### config.mk
export PLATFORM = sky130hd
export DESIGN_NAME = issq_status
export DESIGN_NICKNAME = d
export VERILOG_FILES = /design/src/issq_status.v
export VERILOG_INCLUDE_DIRS = /design/src
export SDC_FILE = /design/constraint.sdc
export NUM_CORES = 2
export LEC_CHECK = 0
export BUFFER_PORTS_ARGS = -buffer_cell sky130_fd_sc_hd__buf_4
export CORE_UTILIZATION = 68
export CTS_BUF_LIST = sky130_fd_sc_hd__clkbuf_4 sky130_fd_sc_hd__clkbuf_8 sky130_fd_sc_hd__clkbuf_16
export DETAILED_ROUTE_END_ITERATION = 10
export GPL_ROUTABILITY_DRIVEN = 1
export PLACE_DENSITY_LB_ADDON = 0.25
export SLEW_MARGIN = 40
export SYNTH_ARGS = -nofsm -noshare
export SYNTH_HDL_FRONTEND = slang
export SYNTH_SLANG_ARGS = --single-unit
### constraint.sdc
create_clock -name clk -period 10.6 [get_ports clk]
set_clock_uncertainty 0.2 [all_clocks]
set_input_delay 0.53 -clock clk [delete_from_list [all_inputs] [get_ports clk]]
set_output_delay 0.53 -clock clk [all_outputs]
set_load 0.005 [all_outputs]
### src/issq_consts.vh
// Constants for the instrument status and event queue block.
// Assumes a single 10 MHz clock and a command port driven by the message layer.
`ifndef ISSQ_CONSTS_VH
`define ISSQ_CONSTS_VH

// Command codes on cmd_code
`define ISSQ_CMD_STD_EVT_RD   5'h00
`define ISSQ_CMD_STD_ENA_WR   5'h01
`define ISSQ_CMD_STD_ENA_RD   5'h02
`define ISSQ_CMD_OP_COND_RD   5'h03
`define ISSQ_CMD_OP_EVT_RD    5'h04
`define ISSQ_CMD_OP_ENA_WR    5'h05
`define ISSQ_CMD_OP_ENA_RD    5'h06
`define ISSQ_CMD_MS_COND_RD   5'h07
`define ISSQ_CMD_MS_EVT_RD    5'h08
`define ISSQ_CMD_MS_ENA_WR    5'h09
`define ISSQ_CMD_MS_ENA_RD    5'h0a
`define ISSQ_CMD_QS_COND_RD   5'h0b
`define ISSQ_CMD_QS_EVT_RD    5'h0c
`define ISSQ_CMD_QS_ENA_WR    5'h0d
`define ISSQ_CMD_QS_ENA_RD    5'h0e
`define ISSQ_CMD_CLS          5'h0f
`define ISSQ_CMD_PRESET       5'h10
`define ISSQ_CMD_EQ_NEXT      5'h11
`define ISSQ_CMD_EQ_CLEAR     5'h12
`define ISSQ_CMD_FLT_ENA_NEW  5'h13
`define ISSQ_CMD_FLT_ENA_ADD  5'h14
`define ISSQ_CMD_FLT_DIS_ADD  5'h15

// Questionable bit positions and used-bit mask, and the operation idle bit position
`define ISSQ_QS_TEMP_BIT      4
`define ISSQ_QS_CAL_BIT       8
`define ISSQ_QS_WARN_BIT      14
`define ISSQ_QS_USED_MASK     16'h4110
`define ISSQ_OP_IDLE_BIT      10

// Reset values
`define ISSQ_EVT_RST          16'h0000
`define ISSQ_ENA_RST          16'h0000

// Queues and error code filter slots
`define ISSQ_EQ_DEPTH         10
`define ISSQ_EQ_CNT_W         4
`define ISSQ_EQ_OVF_CODE      16'h015e
`define ISSQ_EQ_EMPTY_CODE    16'h0000
`define ISSQ_OQ_DEPTH         4
`define ISSQ_OQ_CNT_W         3
`define ISSQ_FLT_SLOTS        4
`define ISSQ_FLT_IDX_W        3

`endif

### src/issq_status.v
// Status structure: condition, event and enable register sets, output queue,
// error queue with code filter. Assumes commands arrive one per accepted
// cycle from a message layer on the same clock; event inputs are same-clock.
`timescale 1ns/1ns
`include "issq_consts.vh"

////////////////////////////////////////////////////////////////////////////////
module issq_evt_set #(
  parameter W = 16
) (
  input  wire         clk,
  input  wire         rst_n,
  input  wire [W-1:0] set_bits,
  input  wire         rd_clr,
  input  wire         cls,
  input  wire [W-1:0] ena,
  output reg  [W-1:0] evt_r,
  output wire         summary
);
  reg [W-1:0] evt_nxt;

  // Set wins over a clear in the same cycle
  always @* begin
    evt_nxt = evt_r;
    if (rd_clr || cls) begin
      evt_nxt = {W{1'b0}};
    end
    evt_nxt = evt_nxt | set_bits;
  end

  always @(posedge clk or negedge rst_n) begin
    if (!rst_n) begin
      evt_r <= {W{1'b0}};
    end else begin
      evt_r <= evt_nxt;
    end
  end

  assign summary = |(evt_r & ena);
endmodule // issq_evt_set

////////////////////////////////////////////////////////////////////////////////
module issq_status (
  input  wire        clk,
  input  wire        rst_n,
  input  wire        cmd_valid,
  output wire        cmd_ready,
  input  wire [4:0]  cmd_code,
  input  wire [15:0] cmd_data,
  input  wire [15:0] cmd_data_hi,
  input  wire        talk,
  output reg  [15:0] talk_data_r,
  output reg         talk_valid_r,
  input  wire [7:0]  std_evt_set,
  input  wire [15:0] op_cond_in,
  input  wire        instr_idle,
  input  wire [15:0] ms_cond_in,
  input  wire        tc_ref_invalid,
  input  wire        cal_const_bad,
  input  wire        cal_success,
  input  wire        meas_param_ignored,
  input  wire        err_push,
  input  wire [15:0] err_code,
  input  wire        err_is_status,
  output wire        std_summary,
  output wire        op_summary,
  output wire        ms_summary,
  output wire        qs_summary,
  output wire        mav,
  output wire        eav,
  output wire        err_led,
  output wire        use_default_cal
);

  //////////////////////////////////////////////////////////////////////////////
  // Command decode
  wire        cmd_go = cmd_valid & cmd_ready;
  wire        oq_full;
  wire        is_cls    = cmd_go && (cmd_code == `ISSQ_CMD_CLS);
  wire        is_preset = cmd_go && (cmd_code == `ISSQ_CMD_PRESET);
  wire        is_eqnext = cmd_go && (cmd_code == `ISSQ_CMD_EQ_NEXT);
  wire        is_eqclr  = cmd_go && (cmd_code == `ISSQ_CMD_EQ_CLEAR);
  wire        rd_std    = cmd_go && (cmd_code == `ISSQ_CMD_STD_EVT_RD);
  wire        rd_op     = cmd_go && (cmd_code == `ISSQ_CMD_OP_EVT_RD);
  wire        rd_ms     = cmd_go && (cmd_code == `ISSQ_CMD_MS_EVT_RD);
  wire        rd_qs     = cmd_go && (cmd_code == `ISSQ_CMD_QS_EVT_RD);

  // A query needs room for its answer, so commands wait while the output queue is full
  assign cmd_ready = ~oq_full;

  //////////////////////////////////////////////////////////////////////////////
  // Enable registers
  reg [7:0]  std_ena_r;
  reg [15:0] op_ena_r;
  reg [15:0] ms_ena_r;
  reg [15:0] qs_ena_r;

  always @(posedge clk or negedge rst_n) begin
    if (!rst_n) begin
      std_ena_r <= 8'h00;
      op_ena_r  <= `ISSQ_ENA_RST;
      ms_ena_r  <= `ISSQ_ENA_RST;
      qs_ena_r  <= `ISSQ_ENA_RST;
    end else if (is_preset) begin
      std_ena_r <= 8'h00;
      op_ena_r  <= `ISSQ_ENA_RST;
      ms_ena_r  <= `ISSQ_ENA_RST;
      qs_ena_r  <= `ISSQ_ENA_RST;
    end else if (cmd_go) begin
      case (cmd_code)
        `ISSQ_CMD_STD_ENA_WR: std_ena_r <= cmd_data[7:0];
        `ISSQ_CMD_OP_ENA_WR:  op_ena_r  <= cmd_data;
        `ISSQ_CMD_MS_ENA_WR:  ms_ena_r  <= cmd_data;
        `ISSQ_CMD_QS_ENA_WR:  qs_ena_r  <= cmd_data & `ISSQ_QS_USED_MASK;
        default: ;
      endcase
    end
  end

  //////////////////////////////////////////////////////////////////////////////
  // Condition registers
  reg         cal_bad_r;
  reg  [15:0] op_cond_r;
  reg  [15:0] ms_cond_r;
  reg  [15:0] qs_cond_r;
  wire [15:0] op_cond_nxt;
  wire [15:0] qs_cond_nxt;

  always @(posedge clk or negedge rst_n) begin
    if (!rst_n) begin
      cal_bad_r <= 1'b0;
    end else if (cal_const_bad) begin
      cal_bad_r <= 1'b1;
    end else if (cal_success) begin
      cal_bad_r <= 1'b0;
    end
  end

  assign use_default_cal = cal_bad_r;

  assign op_cond_nxt = {op_cond_in[15:`ISSQ_OP_IDLE_BIT+1], instr_idle,
                        op_cond_in[`ISSQ_OP_IDLE_BIT-1:0]};
  assign qs_cond_nxt = {1'b0, meas_param_ignored, 5'h00, cal_bad_r, 3'h0,
                        tc_ref_invalid, 4'h0};

  always @(posedge clk or negedge rst_n) begin
    if (!rst_n) begin
      op_cond_r <= 16'h0000;
      ms_cond_r <= 16'h0000;
      qs_cond_r <= 16'h0000;
    end else begin
      op_cond_r <= op_cond_nxt;
      ms_cond_r <= ms_cond_in;
      qs_cond_r <= qs_cond_nxt;
    end
  end

  // Events latch on the rising edge of each condition bit
  wire [15:0] op_rise = op_cond_nxt & ~op_cond_r;
  wire [15:0] ms_rise = ms_cond_in & ~ms_cond_r;
  wire [15:0] qs_rise = qs_cond_nxt & ~qs_cond_r;

  assign err_led = |qs_cond_r;

  //////////////////////////////////////////////////////////////////////////////
  // Event register sets
  wire [7:0]  std_evt;
  wire [15:0] op_evt;
  wire [15:0] ms_evt;
  wire [15:0] qs_evt;

  issq_evt_set #(.W(8)) u_std (
    .clk      (clk),
    .rst_n    (rst_n),
    .set_bits (std_evt_set),
    .rd_clr   (rd_std),
    .cls      (is_cls),
    .ena      (std_ena_r),
    .evt_r    (std_evt),
    .summary  (std_summary)
  );

  issq_evt_set #(.W(16)) u_op (
    .clk      (clk),
    .rst_n    (rst_n),
    .set_bits (op_rise),
    .rd_clr   (rd_op),
    .cls      (is_cls),
    .ena      (op_ena_r),
    .evt_r    (op_evt),
    .summary  (op_summary)
  );

  issq_evt_set #(.W(16)) u_ms (
    .clk      (clk),
    .rst_n    (rst_n),
    .set_bits (ms_rise),
    .rd_clr   (rd_ms),
    .cls      (is_cls),
    .ena      (ms_ena_r),
    .evt_r    (ms_evt),
    .summary  (ms_summary)
  );

  issq_evt_set #(.W(16)) u_qs (
    .clk      (clk),
    .rst_n    (rst_n),
    .set_bits (qs_rise),
    .rd_clr   (rd_qs),
    .cls      (is_cls),
    .ena      (qs_ena_r),
    .evt_r    (qs_evt),
    .summary  (qs_summary)
  );

  //////////////////////////////////////////////////////////////////////////////
  // Error code filter: default mode, enabled ranges, disabled ranges
  reg                        flt_dflt_r;
  reg [`ISSQ_FLT_IDX_W-1:0]  ena_cnt_r;
  reg [`ISSQ_FLT_IDX_W-1:0]  dis_cnt_r;
  reg signed [15:0]          ena_lo_r [0:`ISSQ_FLT_SLOTS-1];
  reg signed [15:0]          ena_hi_r [0:`ISSQ_FLT_SLOTS-1];
  reg signed [15:0]          dis_lo_r [0:`ISSQ_FLT_SLOTS-1];
  reg signed [15:0]          dis_hi_r [0:`ISSQ_FLT_SLOTS-1];
  reg                        in_ena;
  reg                        in_dis;
  integer                    i;
  integer                    i_cmb;
  integer                    i_eq;
  integer                    i_oq;

  wire signed [15:0] arg_a  = cmd_data;
  wire signed [15:0] arg_b  = cmd_data_hi;
  wire signed [15:0] rng_lo = (arg_a < arg_b) ? arg_a : arg_b;
  wire signed [15:0] rng_hi = (arg_a < arg_b) ? arg_b : arg_a;
  wire signed [15:0] code_s = err_code;

  always @(posedge clk or negedge rst_n) begin
    if (!rst_n) begin
      flt_dflt_r <= 1'b1;
      ena_cnt_r  <= {`ISSQ_FLT_IDX_W{1'b0}};
      dis_cnt_r  <= {`ISSQ_FLT_IDX_W{1'b0}};
      for (i = 0; i < `ISSQ_FLT_SLOTS; i = i + 1) begin
        ena_lo_r[i] <= 16'h0000;
        ena_hi_r[i] <= 16'h0000;
        dis_lo_r[i] <= 16'h0000;
        dis_hi_r[i] <= 16'h0000;
      end
    end else if (cmd_go) begin
      case (cmd_code)
        `ISSQ_CMD_FLT_ENA_NEW: begin
          flt_dflt_r <= 1'b0;
          ena_cnt_r  <= {`ISSQ_FLT_IDX_W{1'b0}};
          dis_cnt_r  <= {`ISSQ_FLT_IDX_W{1'b0}};
        end
        `ISSQ_CMD_FLT_ENA_ADD: begin
          if (ena_cnt_r < `ISSQ_FLT_SLOTS) begin
            ena_lo_r[ena_cnt_r[1:0]] <= rng_lo;
            ena_hi_r[ena_cnt_r[1:0]] <= rng_hi;
            ena_cnt_r <= ena_cnt_r + 3'h1;
          end
        end
        `ISSQ_CMD_FLT_DIS_ADD: begin
          if (dis_cnt_r < `ISSQ_FLT_SLOTS) begin
            dis_lo_r[dis_cnt_r[1:0]] <= rng_lo;
            dis_hi_r[dis_cnt_r[1:0]] <= rng_hi;
            dis_cnt_r <= dis_cnt_r + 3'h1;
          end
        end
        default: ;
      endcase
    end
  end

  always @* begin
    in_ena = flt_dflt_r & ~err_is_status;
    in_dis = 1'b0;
    for (i_cmb = 0; i_cmb < `ISSQ_FLT_SLOTS; i_cmb = i_cmb + 1) begin
      if ((i_cmb < ena_cnt_r) && (code_s >= ena_lo_r[i_cmb]) &&
          (code_s <= ena_hi_r[i_cmb])) begin
        in_ena = 1'b1;
      end
      if ((i_cmb < dis_cnt_r) && (code_s >= dis_lo_r[i_cmb]) &&
          (code_s <= dis_hi_r[i_cmb])) begin
        in_dis = 1'b1;
      end
    end
  end

  wire eq_admit = err_push & in_ena & ~in_dis;

  //////////////////////////////////////////////////////////////////////////////
  // Error queue: entry 0 is the oldest
  reg [15:0]              eq_mem_r [0:`ISSQ_EQ_DEPTH-1];
  reg [`ISSQ_EQ_CNT_W-1:0] eq_cnt_r;
  reg [`ISSQ_EQ_CNT_W-1:0] eq_base;
  reg [15:0]              eq_word;
  wire                    eq_empty = (eq_cnt_r == 4'h0);
  wire                    eq_pop   = is_eqnext & ~eq_empty;
  wire [15:0]             eq_head  = eq_empty ? `ISSQ_EQ_EMPTY_CODE : eq_mem_r[0];

  always @* begin
    eq_base = eq_pop ? eq_cnt_r - 4'h1 : eq_cnt_r;
    eq_word = (eq_base == `ISSQ_EQ_DEPTH - 1) ? `ISSQ_EQ_OVF_CODE : err_code;
  end

  always @(posedge clk or negedge rst_n) begin
    if (!rst_n) begin
      eq_cnt_r <= 4'h0;
      for (i_eq = 0; i_eq < `ISSQ_EQ_DEPTH; i_eq = i_eq + 1) begin
        eq_mem_r[i_eq] <= 16'h0000;
      end
    end else if (is_cls || is_eqclr) begin
      eq_cnt_r <= 4'h0;
    end else begin
      if (eq_pop) begin
        for (i_eq = 0; i_eq < `ISSQ_EQ_DEPTH - 1; i_eq = i_eq + 1) begin
          eq_mem_r[i_eq] <= eq_mem_r[i_eq+1];
        end
      end
      if (eq_admit && (eq_base < `ISSQ_EQ_DEPTH)) begin
        eq_mem_r[eq_base] <= eq_word;
      end
      eq_cnt_r <= eq_base + ((eq_admit && (eq_base < `ISSQ_EQ_DEPTH)) ? 4'h1 : 4'h0);
    end
  end

  assign eav = ~eq_empty;

  //////////////////////////////////////////////////////////////////////////////
  // Query answer select
  reg        ans_go;
  reg [15:0] ans_word;

  always @* begin
    ans_go   = cmd_go;
    ans_word = 16'h0000;
    case (cmd_code)
      `ISSQ_CMD_STD_EVT_RD: ans_word = {8'h00, std_evt};
      `ISSQ_CMD_STD_ENA_RD: ans_word = {8'h00, std_ena_r};
      `ISSQ_CMD_OP_COND_RD: ans_word = op_cond_r;
      `ISSQ_CMD_OP_EVT_RD:  ans_word = op_evt;
      `ISSQ_CMD_OP_ENA_RD:  ans_word = op_ena_r;
      `ISSQ_CMD_MS_COND_RD: ans_word = ms_cond_r;
      `ISSQ_CMD_MS_EVT_RD:  ans_word = ms_evt;
      `ISSQ_CMD_MS_ENA_RD:  ans_word = ms_ena_r;
      `ISSQ_CMD_QS_COND_RD: ans_word = qs_cond_r & `ISSQ_QS_USED_MASK;
      `ISSQ_CMD_QS_EVT_RD:  ans_word = qs_evt & `ISSQ_QS_USED_MASK;
      `ISSQ_CMD_QS_ENA_RD:  ans_word = qs_ena_r;
      `ISSQ_CMD_EQ_NEXT:    ans_word = eq_head;
      default:              ans_go   = 1'b0;
    endcase
  end

  //////////////////////////////////////////////////////////////////////////////
  // Output queue
  reg [15:0]              oq_mem_r [0:`ISSQ_OQ_DEPTH-1];
  reg [`ISSQ_OQ_CNT_W-1:0] oq_cnt_r;
  reg [`ISSQ_OQ_CNT_W-1:0] oq_base;
  wire                    oq_empty = (oq_cnt_r == 3'h0);
  wire                    oq_pop   = talk & ~oq_empty;

  assign oq_full = (oq_cnt_r == `ISSQ_OQ_DEPTH);

  always @* begin
    oq_base = oq_pop ? oq_cnt_r - 3'h1 : oq_cnt_r;
  end

  always @(posedge clk or negedge rst_n) begin
    if (!rst_n) begin
      oq_cnt_r     <= 3'h0;
      talk_data_r  <= 16'h0000;
      talk_valid_r <= 1'b0;
      for (i_oq = 0; i_oq < `ISSQ_OQ_DEPTH; i_oq = i_oq + 1) begin
        oq_mem_r[i_oq] <= 16'h0000;
      end
    end else begin
      talk_valid_r <= oq_pop;
      if (oq_pop) begin
        talk_data_r <= oq_mem_r[0];
        for (i_oq = 0; i_oq < `ISSQ_OQ_DEPTH - 1; i_oq = i_oq + 1) begin
          oq_mem_r[i_oq] <= oq_mem_r[i_oq+1];
        end
      end
      if (ans_go) begin
        oq_mem_r[oq_base[1:0]] <= ans_word;
      end
      oq_cnt_r <= oq_base + (ans_go ? 3'h1 : 3'h0);
    end
  end

  assign mav = ~oq_empty;

endmodule // issq_status

### Word-level counts from Yosys, hierarchy flattened

Index checks and enable logic that the tools add are counted.

| cells by class | value |
|---|---|
| bitwise gates (word level) | 30 |
| equal/unequal tests | 25 |
| $lt $le $gt $ge | 36 |
| reductions and logical operators | 61 |
| add/subtract/negate cells | 6 |
| mux-type cells | 60 |

Operator list:

| cell | number |
|---|---|
| $bwmux 64 | 5 |
| $mux 16 | 20 |
| $mux 144 | 2 |
| $pmux 16 s12 | 1 |
| $bwmux 160 | 1 |
| $mux 160 | 1 |
| $ge 16x16->1 | 8 |
| $le 16x16->1 | 8 |
| $demux 16 s2 | 3 |
| $and 16x16->16 | 5 |
| $demux 16 s4 | 1 |
| $mux 64 | 1 |
| $mux 48 | 1 |
| $or 16x16->16 | 3 |
| $reduce_or 16->1 | 3 |
| $eq 5x4->1 const B | 8 |
| $mux 8 | 4 |
| $not 16->16 | 2 |
| $eq 5x5->1 const B | 6 |
| $logic_and 1x1->1 | 29 |
| $eq 5x3->1 const B | 4 |
| $and 15x16->16 | 1 |
| $lt 16x16->1 | 1 |
| $not 15->16 | 1 |
| 38 further kinds | 99 |

| word-level totals | value |
|---|---|
| bits in registers | 659 |
| logic and storage cells | 267 |

### Depth between registers and ports, before layout

| depth | value |
|---|---|
| depth after elaboration | 13 |
| depth in mapped cells | 19 |
| depth with buffers taken out | 14 |

### By module

A second synthesis with hierarchy kept.

| second synthesis, totals | value |
|---|---|
| cell total of the unflattened synthesis | 3293 |
| area total of the unflattened synthesis | 34252.9 um^2 |

Modules (own cells, without submodules):

| module | times used | area each (um^2) | sequential area each (um^2) | cells each |
|---|---|---|---|---|
| issq_status | 1 | 32023.2 | 14765.4 | 3142 |
| issq_evt_set (u_ms ...) | 3 | 640.6 | 400.4 | 43 |
| issq_evt_set (u_std) | 1 | 307.8 | 200.2 | 22 |

### Least setup slack after synthesis

Ideal clock, no wire load.

| timing path | value |
|---|---|
| path type | input to register |
| from | input port err_code[0] |
| to | register eq_cnt_r[1] |
| slack | 6.556 ns |
| setup time | 0.119 ns |
| path buffers | 3 |
| data arrival time | 3.725 ns |
| required time | 10.281 ns |
| stages | 16 |
| cells stage by stage | inv_1 -> ha_1 -> nor2b_1 -> o211ai_1 -> a2111oi_0 -> nor4b_1 -> mux2i_1 -> o311ai_1 -> or4_4 -> buf_2 -> buf_2 -> buf_1 -> nor2_1 -> ha_1 -> ha_1 -> and2_1 |

| on the way | value |
|---|---|
| word-level cells in the longest chain between the ends | 13 |
| elaborated cells on any way between the ends | 47 |
| classes of those cells | add/sub: 1; order compare: 16; mux: 10; bitwise: 3; reduce/logical: 17 |

RTL lines:

| what | RTL line | source |
|---|---|---|
| from (decl) | issq_status.v:63 | `input wire [15:0] err_code,` |
| $ge 16x16->1 (on tied branches) | issq_status.v:279, issq_status.v:283 |  |
| $logic_and 1x1->1 (on tied branches) (2 in a row) | issq_status.v:279, issq_status.v:283 |  |
| $mux 1 (on tied branches) (4 in a row) | issq_status.v:279, issq_status.v:283 |  |
| $and 1x1->1 or $not 1->1 (tied branches) | issq_status.v:290 | `wire eq_admit = err_push & in_ena & ~in_dis;` |
| $and 1x1->1 * | issq_status.v:290 |  |
| $logic_and 1x1->1 * | issq_status.v:324 | `` eq_cnt_r <= eq_base + ((eq_admit && (eq_base < `ISSQ_EQ_DEPTH)) ? 4'h1 : 4'h0); `` |
| $mux 1 * | issq_status.v:324 |  |
| $add 4x1->4 * | issq_status.v:324 |  |
| $mux 4 * | issq_status.v:313 | `end else if (is_cls \|\| is_eqclr) begin` |
| to (signal assigned) | issq_status.v:324 |  |
| to (decl) | issq_status.v:295 | `` reg [`ISSQ_EQ_CNT_W-1:0] eq_cnt_r; `` |

Every way passes the cells marked *; elsewhere a longest branch is shown, timed or not.
A chain may end at the register's enable or synchronous reset.

### Worst setup path after layout

| timing path | value |
|---|---|
| from | register oq_cnt_r[0] |
| to | register eq_mem_r[99] (netlist name) |

| on the way | value |
|---|---|
| word-level cells in the longest chain between the ends | 13 |
| elaborated cells on any way between the ends | 23 |
| classes of those cells | order compare: 3; eq/ne: 2; mux: 8; bitwise: 4; reduce/logical: 6 |

RTL lines:

| what | RTL line | source |
|---|---|---|
| from (decl) | issq_status.v:358 | `` reg [`ISSQ_OQ_CNT_W-1:0] oq_cnt_r; `` |
| from (signal assigned) | issq_status.v:388 | `oq_cnt_r <= oq_base + (ans_go ? 3'h1 : 3'h0);` |
| $eq 3x3->1 (no source line) * | n/a |  |
| $not 1->1 * | issq_status.v:89 | `assign cmd_ready = ~oq_full;` |
| $and 1x1->1 * | issq_status.v:77 | `wire cmd_go = cmd_valid & cmd_ready;` |
| $logic_and 1x1->1 | issq_status.v:81 | `` wire is_eqnext = cmd_go && (cmd_code == `ISSQ_CMD_EQ_NEXT); `` |
| $and 1x1->1 | issq_status.v:299 | `wire eq_pop = is_eqnext & ~eq_empty;` |
| $mux 4 | issq_status.v:303 | `eq_base = eq_pop ? eq_cnt_r - 4'h1 : eq_cnt_r;` |
| $not 4->5 (not written as such) | issq_status.v:322 | `eq_mem_r[eq_base] <= eq_word;` |
| $ge 5x5->1 (not written as such) or $lt 5x1->1 (tied branches) | issq_status.v:322 |  |
| $logic_and 1x1->1 (not written as such) | issq_status.v:322 |  |
| $mux 16 (not written as such) | issq_status.v:322 |  |
| $demux 16 s4 | issq_status.v:322 |  |
| $bwmux 160 | issq_status.v:322 |  |
| $mux 160 | issq_status.v:321 | `` if (eq_admit && (eq_base < `ISSQ_EQ_DEPTH)) begin `` |
| to (signal, indexed assignment) | issq_status.v:318 | `eq_mem_r[i_eq] <= eq_mem_r[i_eq+1];` |
| to (signal, indexed assignment) | issq_status.v:322 |  |
| to (decl) | issq_status.v:294 | `` reg [15:0] eq_mem_r [0:`ISSQ_EQ_DEPTH-1]; `` |

Every way passes the cells marked *; elsewhere a longest branch is shown, timed or not. The select of a mux whose other input is x is not followed.

==> results.sh <==
export IMPL_cts_tree="yes"
export IMPL_path_clk_slew_ns=0.07
export IMPL_mappedNetlistNets=3855
export IMPL_status="complete, no violations"
export IMPL_io_pins=130
export IMPL_multi_input_area_sq_um=17170
export IMPL_setup_worst_path_end="eq_mem_r[99]"
export IMPL_power_per_cell_area_nw_per_um2=198.1
export IMPL_die_width_um=228.6
export IMPL_clockBufferDepth=3
export IMPL_max_slew_margin_rel_pct=38.08
export IMPL_fp_dieArea_sq_um=52240
export IMPL_avgViaCountPerCell=6.897
export IMPL_rsz0062_at_grt="false"
export IMPL_drc=0
export IMPL_ys_seq_area_share_pct=45.38
export IMPL_drt_total_wl_um=107400
export IMPL_r2r_end="eq_mem_r[99]"
export IMPL_synth_yosys_warnings=0
export IMPL_vias=29820
export IMPL_postSynthCellCount=3465
export IMPL_worst_slack_ns=4.910
export IMPL_start_util_pct=69.29
export IMPL_synthToLayoutAreaGrowth_pct=14.16
export IMPL_vdd_drop_max_mv=0.1793
export IMPL_n_fill_cell=3131
export IMPL_pre_cts_ws_ns=5.083
export IMPL_synthArstFlopShare_pct=100.0
export IMPL_tightestPinTransition_ns=0.9203
export IMPL_worstSetupPathType="flop to flop"
export IMPL_rr_startpoint="oq_cnt_r[0]"
export IMPL_cts_resized=0
export IMPL_cp_slowest_cell="or4_1"
export IMPL_slew_viol_final=0
export IMPL_wire_per_inst_um=24.84
export IMPL_synthFlopType="dfrtp_1"
export IMPL_max_clock_freq_ghz=0.1758
export IMPL_htree_levels=3
export IMPL_cp_end_kind="flop"
export IMPL_cts_root_buf="clkbuf_16"
export IMPL_arrival_ns=6.00
export IMPL_hold_viol=0
export IMPL_cts_buffers=66
export IMPL_synth_avg_cell_area_sq_um=10.07
export IMPL_rows=82
export IMPL_netlist_area_sq_um=34910
export IMPL_hold_class="input pin to flop"
export IMPL_period_share_pct=53.68
export IMPL_grt_overflow_total=0
export IMPL_post_place_cells=4154
export IMPL_setup_viol=0
export IMPL_grt_usage_pct=40.81
export IMPL_io_buffers=128
export IMPL_final_setup_tns_ns=0
export IMPL_max_cap_viol_count=0
export IMPL_hpwl_um=69230
export IMPL_antenna_found_initial=10
export IMPL_crit_path_max_incr_delay_ns=0.96
export IMPL_p_total_uw=7895
export IMPL_drtAntennaViolNets=0
export IMPL_core_area_sq_um=50380
export IMPL_final_cell_count_no_fill=4323
export IMPL_critPathMaxFanout=59
export IMPL_r2r_slack_ns=4.91
export IMPL_drt_pass1_iter_count=10
export IMPL_grt_start_max_net_pins=113
export IMPL_ys_ff_latch=633
export IMPL_rr_worst_depth=12
export IMPL_die_y_um=228.6
export IMPL_drive_gt1_share_pct=18.40
export IMPL_grt_pass1_wl_um=165000
export IMPL_grt_pass1_vias=29900
export IMPL_path_cells="inv_1, ha_1, a21boi_1, and4_2, buf_4, a31oi_1, o21a_1, nand2_1, o311ai_1, or4_4, or4_1, o221a_2"
export IMPL_insertion_delay_ns=0.62
export IMPL_p_leak_uw=0.01859
export IMPL_final_seq_area_sq_um=15840
export IMPL_routabilityCongestion=0.9856
export IMPL_cp_start_kind="flop"
export IMPL_fin_nets=3987
export IMPL_cts_sinks=633
export IMPL_synth_edff_count=0
export IMPL_timing_hold_ws_ns=0.03061
export IMPL_drt_iter0_markers=3514
export IMPL_crit_start="oq_cnt_r[0]"
export IMPL_fin_crit_ns=5.690
export IMPL_cp_required_ns=10.91
export IMPL_yosysUniqueCellTypes=77
[cell families (layout without fill, tap and decap cells)]
logic type | Yosys count | after routing | synth area share (%)
DFF | 633 | 633 | 45.38
adders and majority gates | 286 | 286 | 10.25
muxes | 275 | 275 | 8.760
and+or+nand+nor | 814 | 814 | 11.38
xor gates and xnor gates | 10 | 10 | 0.2509
other | 0 | 5 | 0
buffers and inverters | 630 | 811 | 6.853
AOI/OAI and AO/OA | 817 | 817 | 17.12
[cells in the mapped netlist (all sizes together), types with 44 or more instances]
master / number / area (sq um)
a211oi: 65 / 488.0
a21oi: 197 / 986.0
a222oi: 99 / 991.0
and2: 52 / 325.3
clkbuf: 145 / 544.3
dfrtp: 632 / 15820
ha: 286 / 3578
inv: 459 / 1723
mux2: 244 / 2748
nand2: 285 / 1070
nand3: 95 / 475.5
nand4: 62 / 387.9
nor2: 147 / 551.8
o211ai: 44 / 330.3
o21ai: 121 / 605.6
o221a: 57 / 641.9
[metal layers]
| layer | global-route usage, % | part of all wire [%] | vias up |
|---|---|---|---|
| li1 | - | - | 12850 |
| met1 | 51.87 | 37 | 14630 |
| met2 | 63.15 | 45 | 1864 |
| met3 | 9.743 | 11 | 470 |
| met4 | 25.65 | 7.0 | 10 |
| met5 | 0 | 0.063 | - |
[sequential cells by signal, summed over array words and instances (netlist names), 4 cells and up]
signal       cells
talk_data_r     16
u_std.evt_r      8
dis_lo_r        64
u_ms.evt_r      16
ms_cond_r       16
oq_mem_r        64
std_ena_r        8
eq_cnt_r         4
u_op.evt_r      16
eq_mem_r       160
dis_hi_r        64
ena_lo_r        64
ms_ena_r        16
op_cond_r       16
ena_hi_r        64
op_ena_r        16
[area by class of cell]
cell class	instances	share of cell area (%)
inverters	460	4.339
diodes	5	0.03140
multi-input cells	2202	43.08
repair buffers	234	4.901
flip-flops and latches	633	39.75
well taps	672	2.110
clock buffers	97	5.127
clock inverters	20	0.6625
[worst max-delay path: cells and delay by family (launching register included)]
| family | cells | cell delay, ns |
|---|---|---|
| buf+inv | 2 | 0.64 |
| compound gates | 5 | 1.74 |
| flops | 1 | 0.35 |
| simple gates | 4 | 2.36 |
| fa+ha+maj | 1 | 0.23 |
[metrics by stage]
step | utilization [%] | instance area [sq um]
finish | 79.11 | 39850
global route | 79.10 | 39850
CTS | 78.92 | 39760
detailed placement | 73.43 | 36990
global placement | 72.85 | 36700
floorplan | - | 34910
[where the power goes]
part / internal [uW] / switching [uW] / total (uW)
sequential: 2960 / 367 / 3330
combinational: 846 / 1250 / 2100
clock: 1480 / 983 / 2470
total: 5290 / 2600 / 7890
[worst min path at each step]
| stage | slack, ns | startpoint | end | depth (start not counted) |
|---|---|---|---|---|
| floorplan | 0.03 | rst_n | dis_cnt_r[0] | 0 |
| global placement | 0.23 | op_cond_r[13] | u_op.evt_r[13] | 1 |
| detailed placement | 0.25 | ms_cond_r[1] | u_ms.evt_r[1] | 1 |
| CTS | 0.0006 | cmd_data[13] | op_ena_r[13] | 3 |
| global route | 0.02 | cmd_data[10] | op_ena_r[10] | 3 |
| finish | 0.03 | cmd_data[14] | ms_ena_r[14] | 3 |
[placed cells by master, fill, tap and decap left out, types with 28 or more instances in the layout]
cell	count
nor3_1	30
nand3_1	95
o221a_2	49
dlygate4sd3_1	46
a31oi_1	35
a222oi_1	99
o211ai_1	44
and2_1	52
nor2_1	139
dfrtp_1	632
clkbuf_16	69
a211oi_1	65
mux2i_1	29
o21ai_0	117
nand2_1	283
inv_1	458
a21oi_1	194
buf_4	178
mux2_2	244
nand4_1	62
a21o_1	38
or4_1	28
ha_1	286
[what timing repair did]
action                                 4_1_cts  5_1_grt
buffers inserted                             0        0
endpoints found under the hold margin      182        0
hold buffers                                46        0
Note: power is estimated with default switching activity, not from simulation.
